==> config.mk <==
export PLATFORM = sky130hd
export DESIGN_NAME = umrc_top
export DESIGN_NICKNAME = d
export VERILOG_FILES = /design/src/shared/umrc_pkg.sv /design/src/verilog/umrc_top.sv
export SDC_FILE = /design/constraint.sdc
export NUM_CORES = 1
export LEC_CHECK = 0
export ABC_AREA = 1
export BUFFER_PORTS_ARGS = -buffer_cell sky130_fd_sc_hd__buf_2
export CAP_MARGIN = 30
export CORE_MARGIN = 1
export CORE_UTILIZATION = 65
export CTS_BUF_LIST = sky130_fd_sc_hd__clkbuf_16
export DETAILED_ROUTE_END_ITERATION = 6
export PLACE_DENSITY_LB_ADDON = 0.12
export SYNTH_ARGS = -nofsm -noshare
export SYNTH_HDL_FRONTEND = slang
export SYNTH_SLANG_ARGS = --single-unit
==> constraint.sdc <==
create_clock -name clk_sys_i -period 5.3 [get_ports clk_sys_i]
set_input_delay 1.06 -clock clk_sys_i [delete_from_list [all_inputs] [get_ports clk_sys_i]]
set_output_delay 1.06 -clock clk_sys_i [all_outputs]
set_load 0.01 [all_outputs]
==> src/shared/umrc_pkg.sv <==
// Package for the UART multiprocessor receive control block.
// Assumes a single 125 MHz system clock; SFR bus is byte wide.
package umrc_pkg;

  localparam logic [7:0] CTRL_ADDR     = 8'h98;
  localparam logic [7:0] CTRL_RESET    = 8'h00;
  localparam int         BIT_MODE0_ERR = 7;
  localparam int         BIT_MODE1     = 6;
  localparam int         BIT_FILTER    = 5;
  localparam int         BIT_REN       = 4;
  localparam int         BIT_TX_NINTH  = 3;
  localparam int         BIT_RX_NINTH  = 2;
  localparam int         BIT_TX_DONE   = 1;
  localparam int         BIT_RX_DONE   = 0;
  localparam int         FIFO_DEPTH   = 16;

  typedef enum logic [1:0]
  {
    MODE_SHIFT = 2'h0,
    MODE_UART8 = 2'h1,
    MODE_UART9F = 2'h2,
    MODE_UART9V = 2'h3
  } umrc_mode_type;

  // One frame as handed over by the bit-level receiver.
  typedef struct packed
  {
    logic [7:0] data;
    logic       ninth;
    logic       stop;
  } umrc_frame_type;

endpackage : umrc_pkg

==> src/verilog/umrc_top.sv <==
// Serial port control register and receive-side frame acceptance.
// Assumes the bit-level receiver delivers frames on the same clock and that
// the SFR bus writes and reads within one cycle.
`timescale 1ns/1ns

////////////////////////////////////////////////////////////////////////////////

module umrc_fifo #(
  parameter int WIDTH = 10,
  parameter int DEPTH = 16
) (
  input  wire logic             clk_sys_i,
  input  wire logic             rst_i,
  input  wire logic             in_valid_i,
  output logic                  in_ready_o,
  input  wire logic [WIDTH-1:0] in_data_i,
  output logic                  out_valid_o,
  input  wire logic             out_ready_i,
  output logic      [WIDTH-1:0] out_data_o
);
  localparam int AW = $clog2(DEPTH);

  if (DEPTH < 2 || (1 << AW) != DEPTH)
  begin : g_depth_check
    $error("umrc_fifo: DEPTH must be a power of two, at least 2");
  end

  logic [WIDTH-1:0] mem_reg [DEPTH];
  logic [AW:0]      wr_reg;
  logic [AW:0]      wr_next;
  logic [AW:0]      rd_reg;
  logic [AW:0]      rd_next;
  logic             push;
  logic             pop;

  assign in_ready_o  = (wr_reg - rd_reg) != (AW+1)'(DEPTH);
  assign out_valid_o = wr_reg != rd_reg;
  assign out_data_o  = mem_reg[rd_reg[AW-1:0]];
  assign push        = in_valid_i && in_ready_o;
  assign pop         = out_valid_o && out_ready_i;

  always_comb
  begin
    wr_next = push ? wr_reg + 1'b1 : wr_reg;
    rd_next = pop ? rd_reg + 1'b1 : rd_reg;
  end

  always_ff @(posedge clk_sys_i or posedge rst_i)
  begin
    if (rst_i)
    begin
      wr_reg <= '0;
      rd_reg <= '0;
    end
    else
    begin
      wr_reg <= wr_next;
      rd_reg <= rd_next;
    end
  end

  // Storage needs no reset; the pointers guard it.
  always_ff @(posedge clk_sys_i)
  begin
    if (push)
      mem_reg[wr_reg[AW-1:0]] <= in_data_i;
  end
endmodule : umrc_fifo

////////////////////////////////////////////////////////////////////////////////

module umrc_top #(
  parameter int DEPTH = umrc_pkg::FIFO_DEPTH
) (
  input  wire logic                     clk_sys_i,
  input  wire logic                     rst_i,
  input  wire logic [7:0]               sfr_addr_i,
  input  wire logic                     sfr_wr_i,
  input  wire logic                     sfr_rd_i,
  input  wire logic [7:0]               sfr_wdata_i,
  output logic      [7:0]               sfr_rdata_o,
  input  wire logic                     sfr_bit_wr_i,
  input  wire logic [2:0]               sfr_bit_sel_i,
  input  wire logic                     sfr_bit_val_i,
  input  wire logic                     framing_error_access_select_i,
  input  wire logic                     frame_valid_i,
  output logic                          frame_ready_o,
  input  wire umrc_pkg::umrc_frame_type frame_i,
  input  wire logic                     tx_done_set_i,
  output logic                          rx_data_valid_o,
  input  wire logic                     rx_data_ready_i,
  output logic      [7:0]               rx_data_o,
  output umrc_pkg::umrc_mode_type       mode_o,
  output logic                          receive_enable_o,
  output logic                          transmit_ninth_bit_o,
  output logic                          serial_irq_o
);
  // Control register bits.
  logic [7:0] ctrl_reg;
  logic [7:0] ctrl_next;
  logic       ferr_reg;
  logic       ferr_next;
  logic       sel_hit;
  logic [7:0] wr_mask;
  logic [7:0] wr_val;
  umrc_pkg::umrc_mode_type mode;

  // Frame path through the FIFO.
  umrc_pkg::umrc_frame_type fifo_frame;
  logic       fifo_valid;
  logic       fifo_pop;
  logic       accept;
  logic       stop_bad;
  logic       take_frame;
  logic       nine_bit_mode;
  logic       filter_on;
  logic       ferr_clear;
  logic       out_valid_reg;
  logic       out_valid_next;
  logic [7:0] out_data_reg;
  logic [7:0] out_data_next;

  // A smaller store could not hold a frame while the next one arrives.
  if (DEPTH < 2)
  begin : g_depth_check
    $error("umrc_top: DEPTH must be at least 2");
  end

  umrc_fifo #(
    .WIDTH ($bits(umrc_pkg::umrc_frame_type)),
    .DEPTH (DEPTH)
  ) u_fifo (
    .clk_sys_i   (clk_sys_i),
    .rst_i       (rst_i),
    .in_valid_i  (frame_valid_i && ctrl_reg[umrc_pkg::BIT_REN]),
    .in_ready_o  (frame_ready_o),
    .in_data_i   (frame_i),
    .out_valid_o (fifo_valid),
    .out_ready_i (fifo_pop),
    .out_data_o  (fifo_frame)
  );

  //////////////////////////////////////////////////////////////////////////////

  assign mode = umrc_pkg::umrc_mode_type'({ctrl_reg[umrc_pkg::BIT_MODE0_ERR],
                                          ctrl_reg[umrc_pkg::BIT_MODE1]});
  assign sel_hit = sfr_addr_i == umrc_pkg::CTRL_ADDR;
  assign nine_bit_mode = (mode == umrc_pkg::MODE_UART9F) ||
                         (mode == umrc_pkg::MODE_UART9V);
  assign filter_on = ctrl_reg[umrc_pkg::BIT_FILTER];
  // Stall frame handling while the holding register is unread.
  assign fifo_pop = fifo_valid && !(out_valid_reg && !rx_data_ready_i);
  // Shift-register mode has no stop bit, so it never flags framing.
  assign stop_bad = (mode != umrc_pkg::MODE_SHIFT) && !fifo_frame.stop;
  assign take_frame = fifo_pop && accept;
  // A software zero only reaches the flag while bit 7 is mapped onto it.
  assign ferr_clear = framing_error_access_select_i &&
                      wr_mask[umrc_pkg::BIT_MODE0_ERR] &&
                      !wr_val[umrc_pkg::BIT_MODE0_ERR];

  always_comb
  begin
    case (mode)
      umrc_pkg::MODE_SHIFT:
        accept = 1'b1;
      umrc_pkg::MODE_UART8:
        accept = !filter_on || fifo_frame.stop;
      umrc_pkg::MODE_UART9F,
      umrc_pkg::MODE_UART9V:
        accept = !filter_on || fifo_frame.ninth;
      default:
        accept = 1'b0;
    endcase
  end

  always_comb
  begin
    wr_mask = 8'h00;
    wr_val  = sfr_wdata_i;
    if (sel_hit && sfr_wr_i)
      wr_mask = 8'hFF;
    else if (sel_hit && sfr_bit_wr_i)
    begin
      wr_mask = 8'h01 << sfr_bit_sel_i;
      wr_val  = {8{sfr_bit_val_i}};
    end
  end

  // Hardware sets are applied last, so they win over a software clear that
  // lands in the same cycle; no event is lost that way.
  always_comb
  begin
    ctrl_next = (ctrl_reg & ~wr_mask) | (wr_val & wr_mask);
    if (framing_error_access_select_i)
      ctrl_next[umrc_pkg::BIT_MODE0_ERR] =
        ctrl_reg[umrc_pkg::BIT_MODE0_ERR];
    if (tx_done_set_i)
      ctrl_next[umrc_pkg::BIT_TX_DONE] = 1'b1;
    if (take_frame)
    begin
      ctrl_next[umrc_pkg::BIT_RX_DONE] = 1'b1;
      if (nine_bit_mode)
        ctrl_next[umrc_pkg::BIT_RX_NINTH] = fifo_frame.ninth;
      else if (mode == umrc_pkg::MODE_UART8 && !filter_on)
        ctrl_next[umrc_pkg::BIT_RX_NINTH] = fifo_frame.stop;
    end
  end

  // The flag lives apart from the register because bit 7 also holds a mode
  // bit; it is set in every framed mode, whatever the select says.
  always_comb
  begin
    ferr_next = ferr_reg;
    if (ferr_clear)
      ferr_next = 1'b0;
    if (fifo_pop && stop_bad)
      ferr_next = 1'b1;
  end

  // No byte is lost: a full holding register stalls the FIFO instead.
  always_comb
  begin
    out_valid_next = out_valid_reg && !rx_data_ready_i;
    out_data_next  = out_data_reg;
    if (take_frame)
    begin
      out_valid_next = 1'b1;
      out_data_next  = fifo_frame.data;
    end
  end

  always_ff @(posedge clk_sys_i or posedge rst_i)
  begin
    if (rst_i)
      ctrl_reg <= umrc_pkg::CTRL_RESET;
    else
      ctrl_reg <= ctrl_next;
  end

  always_ff @(posedge clk_sys_i or posedge rst_i)
  begin
    if (rst_i)
      ferr_reg <= 1'b0;
    else
      ferr_reg <= ferr_next;
  end

  always_ff @(posedge clk_sys_i or posedge rst_i)
  begin
    if (rst_i)
    begin
      out_valid_reg <= 1'b0;
      out_data_reg  <= 8'h00;
    end
    else
    begin
      out_valid_reg <= out_valid_next;
      out_data_reg  <= out_data_next;
    end
  end

  //////////////////////////////////////////////////////////////////////////////

  always_comb
  begin
    sfr_rdata_o = 8'h00;
    if (sel_hit && sfr_rd_i)
    begin
      sfr_rdata_o = ctrl_reg;
      if (framing_error_access_select_i)
        sfr_rdata_o[umrc_pkg::BIT_MODE0_ERR] = ferr_reg;
    end
  end

  assign rx_data_valid_o      = out_valid_reg;
  assign rx_data_o            = out_data_reg;
  assign mode_o               = mode;
  assign receive_enable_o     = ctrl_reg[umrc_pkg::BIT_REN];
  assign transmit_ninth_bit_o = ctrl_reg[umrc_pkg::BIT_TX_NINTH];
  assign serial_irq_o         = ctrl_reg[umrc_pkg::BIT_RX_DONE] ||
                                ctrl_reg[umrc_pkg::BIT_TX_DONE];

endmodule : umrc_top

* Word level (Yosys, flattened, before mapping)
Memory sizes are Yosys's and may differ from the RTL's.
Index checks and enable logic that the tools add are counted.
** Word-level totals
- Logic and storage cells :: 66
- Output and inout port bits :: 23
- Register bits after elaboration :: 28
- RAM bits :: 160
- Latch bits :: 0
- Bits in read-only memories :: 0
- Memories kept :: 1
** Cells by class
- Shift operators :: 1
- Bitwise logic cells :: 4
- Reductions and logical operators :: 27
- Muxes and demuxes :: 17
- Multipliers :: 0
- Order comparisons :: 0
- Divide/modulo/power cells :: 0
- Add/sub/neg operators :: 3
- Equality and inequality tests :: 6
** Memories
- u_fifo.mem_reg :: depth 16, bits a word 10, read ports 1, clocked after memory_dff 0, wr ports 1, RTL line umrc_top.sv:28 : logic [WIDTH-1:0] mem_reg [DEPTH];
** Operators by type and width (number)
- $mux 8 :: 5
- $and 8x8->8 :: 2
- $logic_and 1x1->1 :: 14
- $mux 1 :: 11
- $add 5x1->5 const B :: 2
- $eq 8x8->1 const B :: 1
- $not 8->8 :: 1
- $or 8x8->8 :: 1
- $shl 1x3->8 const A :: 1
- $logic_not 1->1 :: 5
- $ne 5x5->1 :: 1
- $ne 5x5->1 const B :: 1
- $sub 5x5->5 :: 1
- $eq 2x2->1 const B :: 2
- $logic_or 1x1->1 :: 4
- $reduce_bool 2->1 :: 2
- $pmux 1 s3 :: 1
- $eq 2x1->1 const B :: 1
- $logic_not 2->1 :: 1
- $reduce_or 2->1 :: 1

* Longest topological paths before layout
Gate-level depths: netlist (run 1).
- Depth after elaboration :: 10
- Mapped depth :: 16
- Gate-level depth less buffers :: 14

* Cells and area by module
Synthesis (run 1) repeated with hierarchy kept, for this count alone.
** Second synthesis, totals
- Cell total of the unflattened synthesis :: 745
- Area total of the unflattened synthesis :: 8192.9 um^2
** Modules (own cells, without submodules)
- umrc_fifo :: cells each 588, times used 1, area an instance 7098.1 um^2
- umrc_top :: cells each 157, times used 1, area an instance 1094.8 um^2

* Least setup slack after synthesis (run 1)
Ideal clock, no wire load.
- Kind :: flip-flop to output port
- Start :: register u_fifo.rd_reg[1]
- End :: output frame_ready_o
- Stages on the path, launching flop included :: 11
- Slack :: 2.421 ns
- Arrival :: 1.819 ns
- Buffers on the path :: 2
- Cell sequence :: dfrtp_1 > inv_2 > buf_2 > buf_2 > ha_1 > inv_1 > o21bai_1 > a21oi_1 > o211ai_1 > o21ai_0 > nand3_2
** On the way
- Longest elaborated chain between the ends :: 2
** Ends and longest elaborated chain
- start, declared :: RTL line umrc_top.sv:31 : logic [AW:0] rd_reg;
- start signal, assigned :: RTL line umrc_top.sv:58 : rd_reg <= rd_next;
- $sub 5x5->5 :: RTL line umrc_top.sv:36 : assign in_ready_o = (wr_reg - rd_reg) != (AW+1)'(DEPTH);
- $ne 5x5->1 :: RTL line umrc_top.sv:36
- end, declared :: RTL line umrc_top.sv:87 : output logic frame_ready_o,
No other way between the ends.

* Worst setup path after layout (run 1)
Same ends and word-level chain as after synthesis.

==> flow_summary.ini, run 1 <==
[placed_design]
dpl_cell_area_um2 = 8540
port_buffers = 61
place_congestion = 0.964
place_inst = 962
hpwlAfterDp_mm = 13.0

[critical_path]
critPathMaxFanout = 51
crit_path_cell_trace = buf_4, inv_2, ha_1, inv_1, o21bai_1, a21oi_1, o21ai_0, nand3_2, buf_2
crit_slowest_cell = buf_4
critPathRequiredTime_ns = 4.24
max_stage_delay_ns = 0.42
worstPathArrival_ns = 3.03
worst_setup_path_start_kind = flip-flop
end_kind = output port
crit_type = flip-flop to output port

[detailed_routing]
antenna_left = 0
drcViolationCount = 0
viasPerCell = 6.04
dr_total_vias = 5999
drt_first_iter_violations = 1004
totalWireLength_mm = 20.5
drtPass1Iterations = 7
wire_per_inst_um = 20.6

[clocking]
tritoncts = built
worstSkewPairLatency_ns = 0.44
cts_sinks = 188
cts_resized = 0
clockBufferDepth = 2
root_buffer = clkbuf_16
clk_pin_slew_ns = 0.07
numCtsBuffers = 17
htreeDepth = 4
postCtsHoldBufs = 0
postCtsSetupBuffers = 0

[grt]
antenna_found_initial = 0
grt_overflow = 0
grt_pass1_vias = 5514
grt_max_degree = 82
grt_pass1_wl_mm = 31.1
grtUsageTotal_pct = 33.6

[yosys]
synth_seq_cells = 188
netlist_instances = 766
netlist_area_um2 = 8260
synthFlopType = edfxtp_1
syn_avg_cell_area_um2 = 10.8
synth_cell_types = 32
syn-num-nets = 814
ys_seq_area_share_pct = 66.7
yosysWarnings = 0
ys_async_sr_fraction_pct = 14.9
synth-edff-count = 160

[power_and_ir_drop]
power_frac_clock_pct = 27.5
p_total_uw = 4520
switching_share_pct = 38.2
switching_power_uw = 1730
power.density_nw_per_um2 = 496
vdd_drop_max_mv = 0.345
combPwrFrac_pct = 32.7
cellLeakagePower_uw = 0.00360
intPower_uw = 2800
seq_power_share_pct = 39.8

[sta]
fin_crit_ns = 4.09
worst_clock_skew_ns = 0.00431
finalCritPeriodShare_pct = 77.1
rsz0062_at_grt = no
timing.fmax_mhz = 245
setup_tns_ns = 0
setup_viol = 0
worstMarginPinSlew_ns = 0.811
finalMaxSlewViolations = 0
relSlewSlack_pct = 45.7
hold_viol = 0

[floorplanning]
core_um2 = 12200
dieArea_um2 = 13200
ios = 62
die_w_um = 115
start_util_pct = 67.6
rows = 40
fp.dieH_um = 115

[final_layout]
diodes = 0
layout.nets = 861
final-instance-count-excl-fill = 994
drive_gt1_share_pct = 13.1
post-route-util_pct = 74.7
largest_register_ffs = 160
area_delta_synth_final_pct = 10.5
fin_area_um2 = 9120

[run]
cap_violations = 0

[status]
status = finished, final reports clean

[hold_path]
hp-class = flip-flop to flip-flop
[placed cells by master, fill, tap and decap left out, types with 4 or more instances in the layout]
cell and n:
o21ai_0 59, xnor2_1 4, o31ai_1 5, inv_1 61
clkbuf_16 17, o211ai_1 10, nand2_1 156, a31oi_1 11
ha_1 9, o21ai_1 18, nand2_2 4, nand3_1 38
inv_6 5, xor2_1 5, nor2_1 127, o22ai_1 16
edfxtp_1 160, buf_2 61, dfrtp_1 27, nand4_1 4
[synth_stat cells (2+ instances only)]
cell | n | share of area, %
edfxtp_1 | 160 | 58
nand2_1 | 156 | 7.1
nor2_1 | 127 | 5.8
inv_1 | 60 | 2.7
o21ai_0 | 59 | 3.6
nand3_1 | 38 | 2.3
dfrtp_1 | 28 | 8.5
o21ai_1 | 18 | 1.1
o22ai_1 | 16 | 1.2
a31oi_1 | 11 | 0.83
buf_4 | 10 | 0.91
o211ai_1 | 10 | 0.91
ha_1 | 9 | 1.4
buf_2 | 8 | 0.48
buf_6 | 8 | 1.1
clkbuf_1 | 8 | 0.36
o31ai_1 | 5 | 0.45
xor2_1 | 5 | 0.53
nand2_2 | 4 | 0.30
nand4_1 | 4 | 0.30
xnor2_1 | 4 | 0.42
a21oi_1 | 3 | 0.18
nand3_2 | 3 | 0.36
inv_2 | 2 | 0.091
nor2_2 | 2 | 0.15
o21bai_1 | 2 | 0.18
[power by group through the flow]
stage / Clock [uW] / Combinational, uW / Sequential [uW]
after global routing: 1300 / 1630 / 1810
after CTS: 1250 / 1450 / 1800
after floorplan: 0 / 1110 / 1790
after global placement: 0 / 1420 / 1820
after detailed placement: 0 / 1440 / 1820
final: 1250 / 1480 / 1800
[routing by layer]
metal	wire length (um)	global-route usage (%)	vias to the layer above
met1	8370	48.4	2842
met3	2100	7.52	60
li1	-	-	2716
met4	646	13.9	0
met5	0	0	-
met2	9370	50.1	381
[final timing paths]
| kind | from | end | slack [ns] | cells past startpoint |
|---|---|---|---|---|
| min in group asynchronous | rst_i | rx_data_o[4] | 0.68 | 3 |
| min | ferr_reg | ferr_reg | 0.49 | 2 |
| max in group asynchronous | rst_i | u_fifo.rd_reg[0] | 4.32 | 3 |
| max | u_fifo.rd_reg[1] | frame_ready_o | 1.21 | 9 |
| max reg2reg | u_fifo.rd_reg[1] | u_fifo.mem_reg[10][4] | 1.46 | 11 |
| min reg2reg | ferr_reg | ferr_reg | 0.49 | 2 |
[stage by stage]
step           hold WS [ns]  setup slack, ns
6_report              0.488             1.21
5_1_grt               0.527            0.983
4_1_cts               0.493             1.25
3_5_place_dp          0.476             1.57
3_3_place_gp          0.470             1.72
2_1_floorplan         0.452             2.42
[layout make-up]
| cell class | count | area [um^2] |
|---|---|---|
| Sequential cell | 188 | 5510 |
| Fill cell | 859 | 3090 |
| Multi-Input combinational cell | 479 | 2260 |
| Clock buffer | 17 | 425 |
| Timing Repair Buffer | 64 | 328 |
| Inverter | 63 | 241 |
| Tap cell | 168 | 210 |
| Clock inverter | 15 | 155 |
[critical path: cells and delay by family, from the launching register on]
kind | cells | cell delay [ns]
buf+inv | 4 | 1.03
compound gates | 3 | 0.60
fa+ha+maj | 1 | 0.41
flops | 1 | 0.33
simple gates | 1 | 0.21
[cells by family after synthesis]
| logic type | after synthesis | share of synthesized area, % |
|---|---|---|
| buf+inv | 99 | 6.00 |
| flops | 188 | 66.7 |
| fa+ha+maj | 9 | 1.36 |
| simple gates | 335 | 16.4 |
| compound gates | 126 | 8.65 |
| xor+xnor | 9 | 0.955 |
Power figures use the tool's default switching activity.
==> run 2, diff against run 1 <==
--- a/config.mk
+++ b/config.mk
@@ -9,7 +9,7 @@
 export BUFFER_PORTS_ARGS = -buffer_cell sky130_fd_sc_hd__buf_2
 export CAP_MARGIN = 30
 export CORE_MARGIN = 1
-export CORE_UTILIZATION = 65
+export CORE_UTILIZATION = 54
 export CTS_BUF_LIST = sky130_fd_sc_hd__clkbuf_16
 export DETAILED_ROUTE_END_ITERATION = 6
 export PLACE_DENSITY_LB_ADDON = 0.12
==> constraint.sdc (replaced) <==
create_clock -name clk_sys_i -period 3.5 [get_ports clk_sys_i]
set_input_delay 0.7 -clock clk_sys_i [delete_from_list [all_inputs] [get_ports clk_sys_i]]
set_output_delay 0.7 -clock clk_sys_i [all_outputs]
set_load 0.01 [all_outputs]
==> run 2 against run 1 <==
Compared with the run above: the flow now finishes with violations (DRC); clock-buffer cell count unchanged; setup slack worse by 0.72 ns; worst hold slack worse by 0.11 ns; clock power up 62%; first-iteration DRC count down 39%; non-clock buffer count up 3; critical path type is now flip-flop to flip-flop; critical endpoint is now u_fifo.mem_reg[12][5]; highest routed layer unchanged.
==> flow_summary.ini, run 2 (synthesized netlist as in run 1, its figures left out) <==
[status]
status = finished, violations left
violations = DRC

[final_layout]
mostFrequentLayoutCell = edfxtp_1
diodes = 0
area_delta_synth_final_pct = 11.5
final_cell_mix = edfxtp_1, nand2_1, nor2_1
largest_register_ffs = 160
drive_gt1_share_pct = 13.3
layout.nets = 864

[critical_path]
end_kind = flip-flop
crit_slowest_cell = nor2_1
crit_path_cell_trace = ha_1, inv_1, o21bai_1, a21oi_1, o211ai_1, o21ai_0, nand3_2, nand2_2, nor2_1
cp_top_family = simple AND/OR/NAND/NOR gates
worstPathArrival_ns = 3.06
critPathMaxFanout = 21
worst_setup_path_start_kind = flip-flop
max_stage_delay_ns = 0.77
crit_buf_inv = 1
crit_type = flip-flop to flip-flop
critPathRequiredTime_ns = 3.56

[detailed_routing]
drtPass1Iterations = 7
antenna_left = 0
totalWireLength_mm = 20.2
dr_total_vias = 5825
wire_per_inst_um = 20.0
viasPerCell = 5.76
drt_first_iter_violations = 614
drcViolationCount = 7

[power_and_ir_drop]
cellLeakagePower_uw = 0.00364
p_total_uw = 7000
power.density_nw_per_um2 = 761
vdd_drop_max_mv = 0.419

[clocking]
numCtsBuffers = 17
root_buffer = clkbuf_16
postCtsSetupBuffers = 0
cts_sinks = 188
cts_resized = 0
postCtsHoldBufs = 0
htreeDepth = 4
worstSkewPairLatency_ns = 0.43
clockBufferDepth = 2
clk_pin_slew_ns = 0.07
tritoncts = built

[sta]
finalMaxSlewViolations = 0
finalCritPeriodShare_pct = 85.8
setup_tns_ns = 0
setup_viol = 0
worstMarginPinSlew_ns = 0.860
relSlewSlack_pct = 42.7
hold_viol = 0
timing.fmax_mhz = 333
fin_crit_ns = 3.00
rsz0062_at_grt = no
setup_ws_ns = 0.496
worst_clock_skew_ns = 0.00811

[grt]
grt_pass1_vias = 5539
antenna_found_initial = 0
grt_pass1_wl_mm = 31.2
grt_overflow = 0
grtUsageTotal_pct = 27.2
grt_max_degree = 84

[floorplanning]
die_w_um = 126
start_util_pct = 56.2
fp.dieH_um = 126
ios = 62
dieArea_um2 = 15800
core_um2 = 14700
rows = 44

[placed_design]
hpwlAfterDp_mm = 13.0
place_ws_ns = 0.501
port_buffers = 61
place_congestion = 0.895

[hold_path]
hp-class = input pin to async pin

[run]
cap_violations = 0
[run 2: changes by cell type in the layout (fill, tap and decap cells not counted)]
cell        change
buf_4           +3
inv_8           -3
inv_6           -1
clkinv_2        +1
bufinv_16       +3
clkinv_8        -1
clkinvlp_4      -1
clkinv_4        +1
[run 2: final cells by class]
class,count,area (um^2)
clock inverters,14,193
repair buffers,67,350
multi-input cells,479,2260
clock buffers,17,425
well taps,184,230
fillers,1185,5500
flip-flops and latches,188,5510
inverters,63,241
[run 2: worst register-to-register path: stages (launching register included)]
cell      delay, ns
dfrtp_1        0.46
ha_1           0.33
inv_1          0.04
o21bai_1       0.20
a21oi_1        0.13
o211ai_1       0.09
o21ai_0        0.13
nand3_2        0.16
nand2_2        0.33
nor2_1         0.77
[run 2: layer usage]
metal	part of all wire [%]	up-vias	track usage, %
li1	-	2713	-
met1	43	2804	38.1
met2	46	270	42.2
met3	7.9	38	5.10
met4	2.7	0	11.2
met5	0	-	0
[run 2: metrics by stage]
stage               cells  util, %  hold slack (ns)  area, um^2
floorplan             766        -            0.452        8260
detailed placement    981     58.4            0.476        8580
global placement      981     58.4            0.467        8580
CTS                  1012     62.6            0.383        9200
finish               1012     62.6            0.378        9200
global route         1012     62.6            0.413        9200
[run 2: worst paths after layout]
kind	slack [ns]	from	cells after the start	end
max	0.50	u_fifo.wr_reg[1]	9	u_fifo.mem_reg[12][5]
min	0.38	rst_i	2	rx_data_o[4]
max reg2reg	0.50	u_fifo.wr_reg[1]	9	u_fifo.mem_reg[12][5]
min reg2reg	0.49	rx_data_o[6]	2	rx_data_o[6]
max in group asynchronous	2.46	rst_i	3	u_fifo.rd_reg[0]
min in group clk_sys_i	0.47	tx_done_set_i	2	ctrl_reg[1]
[run 2: power breakdown]
part | switching [uW] | internal, uW | total [uW]
Clock | 833 | 1190 | 2030
Combinational | 1640 | 695 | 2330
Sequential | 82.9 | 2560 | 2640
Total | 2550 | 4450 | 7000
==> run 3, diff against run 2 <==
--- a/config.mk
+++ b/config.mk
@@ -5,8 +5,7 @@
 export SDC_FILE = /design/constraint.sdc
 export NUM_CORES = 1
 export LEC_CHECK = 0
-export ABC_AREA = 1
-export BUFFER_PORTS_ARGS = -buffer_cell sky130_fd_sc_hd__buf_2
+export BUFFER_PORTS_ARGS = -buffer_cell sky130_fd_sc_hd__buf_4
 export CAP_MARGIN = 30
 export CORE_MARGIN = 1
 export CORE_UTILIZATION = 54
==> run 3 against run 2 <==
Compared with the run above: final cell count down 32%; clock-buffer cell count stayed put; the run now ends clean; maximum frequency is 6.8% lower; setup slack got worse by 0.22 ns; highest routed layer unchanged.
==> flow_summary.ini, run 3 <==
[sta]
worst_clock_skew_ns = 0.0107
hold_viol = 0
worst_hold_slack_ns = 0.293
finalMaxSlewViolations = 0
worstMarginPinSlew_ns = 0.965
setup_viol = 0
rsz0062_at_grt = no
relSlewSlack_pct = 35.4
setup_ws_ns = 0.276
finalCritPeriodShare_pct = 92.1
fin_crit_ns = 3.22
timing.fmax_mhz = 310
setup_tns_ns = 0

[clocking]
clockBufferDepth = 2
tritoncts = built
cts_resized = 0
postCtsHoldBufs = 0
clk_pin_slew_ns = 0.07
cts_sinks = 188
postCtsSetupBuffers = 0
htreeDepth = 4
numCtsBuffers = 17
root_buffer = clkbuf_16
worstSkewPairLatency_ns = 0.43

[yosys]
netlist_instances = 427
synth.most_common_cell = edfxtp_1
yosys-top-cells-count = edfxtp_1, mux4_2, dfrtp_1, nor2_1, nand2_1
yosys.area.top_type_share_pct = 60.8
syn_avg_cell_area_um2 = 18.5
netlist_area_um2 = 7910
synth-edff-count = 160
yosysWarnings = 0
synth_top_area_cell = edfxtp_1
synthFlopType = edfxtp_1
syn-num-nets = 475
ys_async_sr_fraction_pct = 14.9
synth_cell_types = 44
synth_seq_cells = 188
ys_seq_area_share_pct = 69.6
synth_area_leaders = edfxtp_1, mux4_2, dfrtp_1

[floorplanning]
core_um2 = 14100
start_util_pct = 56.1
fp.dieH_um = 123
ios = 62
die_w_um = 123
dieArea_um2 = 15100
rows = 43

[detailed_routing]
viasPerCell = 5.96
antenna_left = 0
drtPass1Iterations = 4
dr_total_vias = 4127
drcViolationCount = 0
totalWireLength_mm = 15.3
drt_first_iter_violations = 283
wire_per_inst_um = 22.1

[final_layout]
mostFrequentLayoutCell = edfxtp_1
drive_gt1_share_pct = 29.9
largest_register_ffs = 160
final_cell_mix = edfxtp_1, buf_4, mux4_2
final-instance-count-excl-fill = 692
area_delta_synth_final_pct = 15.8
post-route-util_pct = 65.0
layout.nets = 548
diodes = 0
n_fill_cell = 969

[run]
cap_violations = 0

[grt]
grt_pass1_vias = 4026
grtUsageTotal_pct = 22.0
grt_pass1_wl_mm = 23.2
grt_max_degree = 41
grt_overflow = 0
antenna_found_initial = 0

[critical_path]
reg2reg_from = u_fifo.wr_reg[1]
rrSetupSlack_ns = 0.53
critPathMaxFanout = 8
crit_type = flip-flop to output port
end_kind = output port
worstPathArrival_ns = 2.52
r2r.worst_path.cells = 7
r2r-end = u_fifo.mem_reg[14][5]
worst_setup_path_start_kind = flip-flop
critPathRequiredTime_ns = 2.80
startpoint = u_fifo.wr_reg[1]

[hold_path]
hp-class = input pin to async pin

[power_and_ir_drop]
cellLeakagePower_uw = 0.00331
power.density_nw_per_um2 = 697
vdd_drop_max_mv = 0.441

[status]
status = finished, final reports clean

[placed_design]
hpwlAfterDp_mm = 10.7
place_inst = 660
port_buffers = 61
place_congestion = 0.828
place_ws_ns = 0.534
[run 3: cell types whose count changed in the layout (fill, tap and decap cells not counted), moves of 13 or more]
cell | before | now
o21ai_1 | 18 | 0
inv_1 | 61 | 9
buf_2 | 61 | 0
nor2_1 | 127 | 23
nand3_1 | 38 | 9
o22ai_1 | 16 | 0
mux2i_1 | 0 | 13
mux4_2 | 0 | 33
o21ai_0 | 59 | 13
mux4_1 | 0 | 13
nand2_1 | 156 | 19
buf_4 | 6 | 74
[run 3: worst max path at each step]
stage,endpoint,depth (start not counted)
global route,frame_ready_o,6
finish,frame_ready_o,6
CTS,frame_ready_o,6
global placement,rx_data_o[7],7
detailed placement,rx_data_o[7],7
floorplan,u_fifo.mem_reg[3][0],11
[run 3: cell type report]
cell class | count | area, um^2 | share of cell area (%)
Sequential cell | 188 | 5510 | 60.1
Clock inverter | 14 | 170 | 1.86
Inverter | 10 | 37.5 | 0.410
Tap cell | 180 | 225 | 2.46
Timing Repair Buffer | 75 | 583 | 6.37
Multi-Input combinational cell | 208 | 2210 | 24.1
Clock buffer | 17 | 425 | 4.65
[run 3: worst max-delay path: stages (launching register included)]
cell and delay (ns):
dfrtp_1 0.43, ha_1 0.31, nor2b_1 0.13, o21a_1 0.18, or4_1 0.48, a211o_1 0.39, buf_4 0.19
[run 3: cell families after synthesis]
kind of cell	after synthesis	share of synthesized area (%)
adder cells (fa/ha/maj)	9	1.42
XOR/XNOR	11	1.22
AND/OR/NAND/NOR	88	5.56
multiplexers	71	17.4
buffers and inverters	31	2.48
AO/OA/AOI/OAI	29	2.26
flip-flops	188	69.6
[run 3: per-layer routing]
layer	vias up	global-route usage, %	wire [um]
met5	-	0	0
met4	0	8.73	201
met3	15	4.24	811
met2	154	35.7	7720
met1	2109	29.6	6590
li1	1849	-	-
[run 3: report_power, final]
group	total (uW)	internal, uW	switching [uW]
registers	2630	2550	81.7
logic	1830	967	866
clock network	1920	1120	793
[run 3: through the flow]
step	instance area (um^2)	power, uW
after floorplan	7910	4060
final	9160	6380
after global placement	8530	4510
after global routing	9160	6660
after detailed placement	8550	4530
after CTS	9150	6450
